## config.mk

```make
export PLATFORM = sky130hd
export DESIGN_NAME = acc_ctrl
export DESIGN_NICKNAME = d
export VERILOG_FILES = /design/src/verilog/acc_pkg.sv /design/src/verilog/acc_sync_edge.sv /design/src/verilog/acc_ctrl.sv
export VERILOG_INCLUDE_DIRS = /design/src /design/src/verilog
export SDC_FILE = /design/constraint.sdc
export NUM_CORES = 1
export LEC_CHECK = 0
export BUFFER_PORTS_ARGS = -buffer_cell sky130_fd_sc_hd__buf_2
export CORE_AREA = 10 10 62 64
export CTS_CLUSTER_DIAMETER = 120
export DETAILED_ROUTE_END_ITERATION = 16
export DIE_AREA = 0 0 72 74
export GPL_ROUTABILITY_DRIVEN = 0
export PLACE_DENSITY = 0.81
export SLEW_MARGIN = 20
export SYNTH_ARGS = -nofsm -noshare
export SYNTH_HDL_FRONTEND = slang
export SYNTH_HIERARCHICAL = 1
export SYNTH_SLANG_ARGS = --single-unit
```

## constraint.sdc

```tcl
create_clock -name core_clk -period 1.3 [get_ports core_clk]
set_input_delay 0.13 -clock core_clk [delete_from_list [all_inputs] [get_ports core_clk]]
set_output_delay 0.13 -clock core_clk [all_outputs]
set_load 0.02 [all_outputs]
```

## src/verilog/acc_map.svh

```systemverilog
// Register offsets, field positions and reset values of the comparator control block.
// Assumes an 8-bit register port with small word indices.
`ifndef ACC_MAP_SVH
`define ACC_MAP_SVH

`define ACC_ADDR_W 2
`define ACC_OFS_CSA 2'h0
`define ACC_OFS_CSB 2'h1
`define ACC_OFS_DID 2'h2

`define ACC_CSA_POWER_OFF 7
`define ACC_CSA_POS_REF 6
`define ACC_CSA_SYNC_OUT 5
`define ACC_CSA_FLAG 4
`define ACC_CSA_IRQ_EN 3
`define ACC_CSA_CAPTURE 2
`define ACC_CSA_MODE_HI 1
`define ACC_CSA_MODE_LO 0

`define ACC_CSB_HYST_EN 7
`define ACC_CSB_HYST_LEV 6
`define ACC_CSB_PIN_DRIVE 4
`define ACC_CSB_NEG_MUX 2

`define ACC_DID_NEG_OFF 4
`define ACC_DID_POS_OFF 3

`define ACC_CSA_RESET 8'h00
`define ACC_CSB_RESET 8'h00
`define ACC_DID_RESET 8'h00
`define ACC_CSA_WMASK 8'hCF
`define ACC_CSB_WMASK 8'hD4

`endif

```

## src/verilog/acc_pkg.sv

```systemverilog
// Types shared by the comparator control block.
// Assumes acc_map.svh supplies the numeric constants.
package acc_pkg;

    typedef enum logic [1:0] {
        ACC_MODE_TOGGLE = 2'h0,
        ACC_MODE_RSVD = 2'h1,
        ACC_MODE_FALL = 2'h2,
        ACC_MODE_RISE = 2'h3
    } acc_mode_type;

    typedef enum logic [1:0] {
        ACC_SYNC_IDLE = 2'h0,
        ACC_SYNC_FILL = 2'h1,
        ACC_SYNC_SETTLE = 2'h3,
        ACC_SYNC_PRIMED = 2'h2
    } acc_sync_state_type;

    typedef struct packed {
        logic power_off;
        logic pos_ref_select;
        logic irq_enable;
        logic capture_route;
        acc_mode_type event_mode;
    } acc_ctrl_a_type;

    typedef struct packed {
        logic hyst_enable;
        logic hyst_level;
        logic pin_drive_enable;
        logic neg_mux_enable;
    } acc_ctrl_b_type;

    typedef struct packed {
        logic power_down;
        logic pos_is_bandgap;
        logic neg_is_mux;
        logic hyst_on;
        logic hyst_50mv;
    } acc_analog_type;

endpackage : acc_pkg

```

## src/verilog/acc_sync_edge.sv

```systemverilog
// Two-stage synchroniser plus edge classification for the comparator output.
// Assumes the raw comparator level is asynchronous to core_clk.
`timescale 1ns/10ps
module acc_sync_edge import acc_pkg::*; (
    input wire logic core_clk,
    input wire logic sys_rst,
    input wire logic clk_en,
    input wire logic raw_in,
    output logic sync_out,
    output logic rise_pulse,
    output logic fall_pulse
);
    logic meta_reg, meta_next;
    logic sync_reg, sync_next;
    logic prev_reg, prev_next;
    acc_sync_state_type state_reg, state_next;

    always_comb begin
        meta_next = raw_in;
        sync_next = meta_reg;
        prev_next = sync_reg;
        state_next = ACC_SYNC_PRIMED;
        case (state_reg)
            ACC_SYNC_IDLE: state_next = ACC_SYNC_FILL;
            ACC_SYNC_FILL: state_next = ACC_SYNC_SETTLE;
            ACC_SYNC_SETTLE: state_next = ACC_SYNC_PRIMED;
            ACC_SYNC_PRIMED: state_next = ACC_SYNC_PRIMED;
            default: state_next = ACC_SYNC_IDLE;
        endcase
    end

    always_ff @(posedge core_clk) begin
        if (sys_rst) begin
            meta_reg <= 1'b0;
            sync_reg <= 1'b0;
            prev_reg <= 1'b0;
            state_reg <= ACC_SYNC_IDLE;
        end else if (clk_en) begin
            meta_reg <= meta_next;
            sync_reg <= sync_next;
            prev_reg <= prev_next;
            state_reg <= state_next;
        end
    end

    // Edges only once meta, sync and prev hold real samples, so reset gives no false event
    // Limitation: a change in the first enabled cycle after reset is not an event
    assign sync_out = sync_reg;
    assign rise_pulse = (state_reg == ACC_SYNC_PRIMED) && sync_reg && !prev_reg;
    assign fall_pulse = (state_reg == ACC_SYNC_PRIMED) && !sync_reg && prev_reg;

endmodule : acc_sync_edge

```

## src/verilog/acc_ctrl.sv

```systemverilog
// Control and status logic of the second analog comparator.
// Assumes an analog macro that compares the selected inputs and a timer capture stage outside.
//
// Design decisions made here: the placing of the registers and the strobed register port.
`timescale 1ns/10ps
`include "acc_map.svh"

// Function
// - Raw result high when selected positive input exceeds selected negative input.
// - Power-off bit one removes comparator power.
// - Reference select picks positive pin at zero, bandgap at one.
// - Result is synchronised into the status bit, one to two cycles late.
// - Flag sets on each output event matching the selected mode.
// - Flag clears on vector execution or writing one; zero leaves it.
// - Request only when flag, local enable and global enable all set.
// - Mode 00 toggle, 01 reserved, 10 falling, 11 rising.
// - Capture route bit connects output to the timer capture front end.
// - Hysteresis enable; level zero 20 mV, one 50 mV; else level ignored.
// - Pin drive bit puts comparator output on its output pin.
// - Reserved bits 5, 3, 1:0 of second control register read zero.
// - Negative input is the converter mux only with mux enable and converter off.
// - Buffer-off bits 4 and 3 disable pin buffers; pin reads zero.
// - Converter-on input follows the converter's enable control bit.
module acc_ctrl import acc_pkg::*; (
    input wire logic core_clk,
    input wire logic sys_rst,
    input wire logic clk_en,
    input wire logic [`ACC_ADDR_W-1:0] reg_addr,
    input wire logic [7:0] reg_wdata,
    input wire logic reg_write,
    input wire logic reg_read,
    output logic [7:0] reg_rdata,
    input wire logic cmp_raw,
    input wire logic converter_on,
    input wire logic global_irq_enable,
    input wire logic vector_ack,
    input wire logic cmp_pos_pin_in,
    input wire logic cmp_neg_pin_in,
    output logic cmp_pos_pin_read,
    output logic cmp_neg_pin_read,
    output acc_analog_type analog_ctrl,
    output logic cmp_irq_req,
    output logic capture_in,
    output logic cmp_pin_out,
    output logic cmp_pin_oe_n
);
    acc_ctrl_a_type ctrl_a_reg, ctrl_a_next;
    acc_ctrl_b_type ctrl_b_reg, ctrl_b_next;
    logic neg_pin_buffer_off_reg, neg_pin_buffer_off_next;
    logic pos_pin_buffer_off_reg, pos_pin_buffer_off_next;
    logic cmp_event_flag_reg, cmp_event_flag_next;
    logic [7:0] rdata_reg, rdata_next;
    logic [7:0] csa_view, csb_view, did_view;
    logic cmp_sync_output, rise_pulse, fall_pulse, event_hit;
    logic wr_csa, wr_csb, wr_did;

    acc_sync_edge u_sync (
        .core_clk(core_clk),
        .sys_rst(sys_rst),
        .clk_en(clk_en),
        .raw_in(cmp_raw),
        .sync_out(cmp_sync_output),
        .rise_pulse(rise_pulse),
        .fall_pulse(fall_pulse)
    );

    assign wr_csa = reg_write && (reg_addr == `ACC_OFS_CSA);
    assign wr_csb = reg_write && (reg_addr == `ACC_OFS_CSB);
    assign wr_did = reg_write && (reg_addr == `ACC_OFS_DID);

    always_comb begin
        case (ctrl_a_reg.event_mode)
            ACC_MODE_TOGGLE: event_hit = rise_pulse || fall_pulse;
            ACC_MODE_FALL: event_hit = fall_pulse;
            ACC_MODE_RISE: event_hit = rise_pulse;
            ACC_MODE_RSVD: event_hit = 1'b0;
            default: event_hit = 1'b0;
        endcase
    end

    always_comb begin
        csa_view = {ctrl_a_reg.power_off, ctrl_a_reg.pos_ref_select, cmp_sync_output,
            cmp_event_flag_reg, ctrl_a_reg.irq_enable, ctrl_a_reg.capture_route,
            ctrl_a_reg.event_mode};
        // Reserved positions tied low
        csb_view = {ctrl_b_reg.hyst_enable, ctrl_b_reg.hyst_level, 1'b0,
            ctrl_b_reg.pin_drive_enable, 1'b0, ctrl_b_reg.neg_mux_enable, 2'b00};
        did_view = 8'h00;
        did_view[`ACC_DID_NEG_OFF] = neg_pin_buffer_off_reg;
        did_view[`ACC_DID_POS_OFF] = pos_pin_buffer_off_reg;
    end

    always_comb begin
        ctrl_a_next = ctrl_a_reg;
        ctrl_b_next = ctrl_b_reg;
        neg_pin_buffer_off_next = neg_pin_buffer_off_reg;
        pos_pin_buffer_off_next = pos_pin_buffer_off_reg;
        cmp_event_flag_next = cmp_event_flag_reg;
        rdata_next = 8'h00;
        if (wr_csa) begin
            ctrl_a_next.power_off = reg_wdata[`ACC_CSA_POWER_OFF];
            ctrl_a_next.pos_ref_select = reg_wdata[`ACC_CSA_POS_REF];
            ctrl_a_next.irq_enable = reg_wdata[`ACC_CSA_IRQ_EN];
            ctrl_a_next.capture_route = reg_wdata[`ACC_CSA_CAPTURE];
            ctrl_a_next.event_mode = acc_mode_type'(reg_wdata[`ACC_CSA_MODE_HI:`ACC_CSA_MODE_LO]);
        end
        if (wr_csb) begin
            ctrl_b_next.hyst_enable = reg_wdata[`ACC_CSB_HYST_EN];
            ctrl_b_next.hyst_level = reg_wdata[`ACC_CSB_HYST_LEV];
            ctrl_b_next.pin_drive_enable = reg_wdata[`ACC_CSB_PIN_DRIVE];
            ctrl_b_next.neg_mux_enable = reg_wdata[`ACC_CSB_NEG_MUX];
        end
        if (wr_did) begin
            neg_pin_buffer_off_next = reg_wdata[`ACC_DID_NEG_OFF];
            pos_pin_buffer_off_next = reg_wdata[`ACC_DID_POS_OFF];
        end
        // Set after clear, so an event in the clearing cycle survives
        if (vector_ack || (wr_csa && reg_wdata[`ACC_CSA_FLAG])) begin
            cmp_event_flag_next = 1'b0;
        end
        if (event_hit) begin
            cmp_event_flag_next = 1'b1;
        end
        if (reg_read) begin
            case (reg_addr)
                `ACC_OFS_CSA: rdata_next = csa_view;
                `ACC_OFS_CSB: rdata_next = csb_view;
                `ACC_OFS_DID: rdata_next = did_view;
                default: rdata_next = 8'h00;
            endcase
        end
    end

    always_ff @(posedge core_clk) begin
        if (sys_rst) begin
            ctrl_a_reg <= acc_ctrl_a_type'(6'h00);
            ctrl_b_reg <= acc_ctrl_b_type'(4'h0);
            neg_pin_buffer_off_reg <= 1'b0;
            pos_pin_buffer_off_reg <= 1'b0;
            cmp_event_flag_reg <= 1'b0;
            rdata_reg <= 8'h00;
        end else if (clk_en) begin
            ctrl_a_reg <= ctrl_a_next;
            ctrl_b_reg <= ctrl_b_next;
            neg_pin_buffer_off_reg <= neg_pin_buffer_off_next;
            pos_pin_buffer_off_reg <= pos_pin_buffer_off_next;
            cmp_event_flag_reg <= cmp_event_flag_next;
            rdata_reg <= rdata_next;
        end
    end

    assign reg_rdata = rdata_reg;

    // Mode or power changes may fake an edge; software masks first
    assign cmp_irq_req = cmp_event_flag_reg && ctrl_a_reg.irq_enable
        && global_irq_enable;

    // Noise canceler and edge select stay in the timer
    assign capture_in = ctrl_a_reg.capture_route && cmp_sync_output;

    assign cmp_pin_out = ctrl_b_reg.pin_drive_enable && cmp_sync_output;
    assign cmp_pin_oe_n = !ctrl_b_reg.pin_drive_enable;

    assign cmp_pos_pin_read = cmp_pos_pin_in && !pos_pin_buffer_off_reg;
    assign cmp_neg_pin_read = cmp_neg_pin_in && !neg_pin_buffer_off_reg;

    always_comb begin
        analog_ctrl.power_down = ctrl_a_reg.power_off;
        analog_ctrl.pos_is_bandgap = ctrl_a_reg.pos_ref_select;
        // Converter must be out of power reduction before mux use
        analog_ctrl.neg_is_mux = ctrl_b_reg.neg_mux_enable && !converter_on;
        analog_ctrl.hyst_on = ctrl_b_reg.hyst_enable;
        analog_ctrl.hyst_50mv = ctrl_b_reg.hyst_enable && ctrl_b_reg.hyst_level;
    end

endmodule : acc_ctrl

```

==> metrics.md <==
| Metric | Value |
|---|---|
| Core Area | `2660 sq um` |
| Final Power | `1.37 mW` |
| Type of the most critical hold path | `input port to flop` |
| Die Area | `5330 sq um` |
| Vias in the first global route | `927` |
| Fin crit share | `89.4%` |
| Initial Util | `43.5%` |
| DP Wirelength | `2050 um` |
| Reg2reg setup slack | `0.35 ns` |
| Worst R2R End | `cmp_event_flag_reg` |
| Place WS | `0.112 ns` |
| Antenna Cells | `0` |
| Slowest cell on the critical path | `dfxtp_2` |
| Pleak | `0.635 nW` |
| # hold bufs at CTS | `0` |
| Final Hold Fails | `0` |
| Reg area | `522 sq um` |
| Finished Cell Area | `1380 sq um` |
| Async S/R FF share, synth | `0%` |
| Worst-Margin Slew | `0.456 ns` |
| Max cap viols | `0` |
| IO Port Bufs | `38` |
| DR WL/cell | `14.5 um` |
| Largest net degree at the start of global routing | `27` |
| Synthesized area | `1160 sq um` |
| GRT Total Usage | `9.98%` |
| Fin crit period | `1.16 ns` |
| Post-synthesis sequential area ratio | `45.0%` |
| Die W | `72 um` |
| Congestion Overflow GR | `0` |
| Final Util | `51.7%` |
| Clk slew on worst S/H paths | `0.13 ns` |
| Synth warnings | `6` |
| Yosys reg bits | `26` |
| Setup bufs post-CTS | `0` |
| Nets | `175` |
| Slew headroom | `69.6%` |
| Mapped Avg Cell Area | `9.81 sq um` |
| Vias after detailed routing | `952` |
| Max reg flops | `8` |
| Worst reg-to-reg path cell count | `3` |
| Hold depth | `3` |
| Mapped Cells | `118` |
| Drt total wl | `2670 um` |
| Number of fill cells | `271` |
| Initial drt markers | `13` |
| Worst Clk Skew | `0.00847 ns` |
| Syn_nets | `139` |
| Number of flops mapped to enable cells by yosys | `0` |
| Distinct cells, synth | `25` |
| I/O pin total | `40` |
| Crit path kind | `flop to output port` |
| Unrepaired setup endpoints after global routing | `false` |
| Initial antenna violation count | `0` |
| Final slew viol count | `0` |
| Final setup fails | `0` |
| CP Launch Type | `flop` |
| R2R Path Start | `u_sync/sync_out` |
| Min-delay src | `cmp_raw` |
| Worst Path Required | `1.17 ns` |
| H-tree levels | `1` |
| Worst Slack Setup Final | `0.138 ns` |
| Share of cells above drive strength 1 | `34.0%` |
| Max stage delay on crit path | `0.41 ns` |
| Status | `completed` |
| CP arrival | `1.03 ns` |
| Area Overhead vs Synth | `19.0%` |
| CTS tree | `built` |
| Pwr dens | `993 nW/um^2` |
| Hold Path Sink | `u_sync/meta_reg` |
| Skew-Pair Late Insertion Delay | `0.32 ns` |
| Clk Tree Root Cell | `clkbuf_4` |
| CTS Buf Count | `3` |
| VDD IR max | `0.662 mV` |
| Worst path cell trace | `and2_1, buf_2` |
| DIE HEIGHT | `74 um` |
| First-pass GRT wire length | `4330 um` |
| Area of the multi-input gates | `568 sq um` |
| DR vias/cell | `5.17` |
| Rows | `19` |
| Setup_tns | `0 ns` |
| Max Root-Sink Buffers | `2` |
| Drt pass-1 iters | `4` |
| Critical Path Sink Type | `output port` |
| DP Area | `1340 sq um` |
| # resized after CTS | `0` |
| CTS sink count | `26` |
| Fmax | `0.861 GHz` |
| Routed Antenna Nets | `0` |
| Ys flop type | `dfxtp_1` |
| # DRC | `0` |
| Crit-path max FO | `7` |
worst max-delay path: cells and delay by family (launching register included):
kind,cells,cell delay [ns]
flops,1,0.41
simple gates,1,0.15
buf+inv,1,0.16
per-stage QoR:
stage	hold WS, ns	instances
floorplan	0.199	118
global placement	0.364	180
detailed placement	0.376	180
CTS	0.0341	184
global route	0.0264	184
finish	0.0387	184
layout make-up:
cell class / count / area share [%]
Inverter: 2 / 0.545
Multi-Input combinational cell: 81 / 41.2
Timing Repair Buffer: 40 / 14.9
Sequential cell: 26 / 37.9
Clock buffer: 4 / 2.63
Tap cell: 31 / 2.82
worst max path at each step:
stage / from / endpoint / depth (start not counted)
after floorplan: clk_en / analog_ctrl[4] / 5
after global placement: reg_addr[1] / analog_ctrl[3] / 5
after detailed placement: reg_addr[1] / analog_ctrl[3] / 5
after CTS: u_sync/sync_out / capture_in / 2
after global routing: csb_view[2] / analog_ctrl[2] / 2
final: u_sync/sync_out / capture_in / 2
cell usage in the layout, fill, tap and decap left out:
master / synthesis / layout
dfxtp_1: 26 / 25
dfxtp_2: 0 / 1
nor4bb_2: 0 / 1
clkbuf_4: 0 / 3
a221o_1: 1 / 1
buf_4: 3 / 2
inv_1: 2 / 2
clkbuf_8: 0 / 1
a221oi_1: 3 / 3
and3_1: 1 / 1
and4bb_2: 3 / 3
mux2i_1: 15 / 15
and4b_1: 1 / 1
nand3_1: 2 / 2
buf_2: 0 / 38
nand4b_1: 3 / 3
xnor2_1: 1 / 1
a31oi_1: 2 / 2
nor2b_1: 10 / 10
a21oi_1: 5 / 5
nand3b_1: 1 / 1
a211oi_2: 1 / 1
and2_1: 3 / 3
nand4_1: 1 / 1
nand2b_1: 2 / 2
mux2_2: 2 / 2
nor2_1: 23 / 23
power breakdown:
group	total (mW)	switching, mW	internal, mW
clock network	0.406	0.235	0.171
registers	0.828	0.0144	0.814
logic	0.134	0.0727	0.0613
logic make-up after synthesis:
group | after synthesis | synth area share [%]
AND/OR/NAND/NOR | 51 | 25.4
flip-flops | 26 | 45.0
multiplexers | 17 | 14.9
AO/OA/AOI/OAI | 12 | 7.46
buffers and inverters | 11 | 6.49
XOR/XNOR | 1 | 0.757
metal layers:
metal / share of wire, % / global-route usage [%]
met1: 43 / 11.1
met2: 49 / 17.2
met3: 6.6 / 3.86
met4: 0.86 / 3.23
met5: 0 / 0
synth_stat cells (all sizes together), types with 3 or more instances:
master | n | area, sq um
nor2 | 23 | 86.3
a221oi | 3 | 26.3
a21oi | 5 | 25.0
and4bb | 3 | 37.5
dfxtp | 26 | 521
nand4b | 3 | 26.3
mux2i | 15 | 150
buf | 6 | 56.3
clkbuf | 3 | 11.3
and2 | 3 | 18.8
nor2b | 10 | 62.6
No activity file was read; power rests on OpenSTA's default activity.
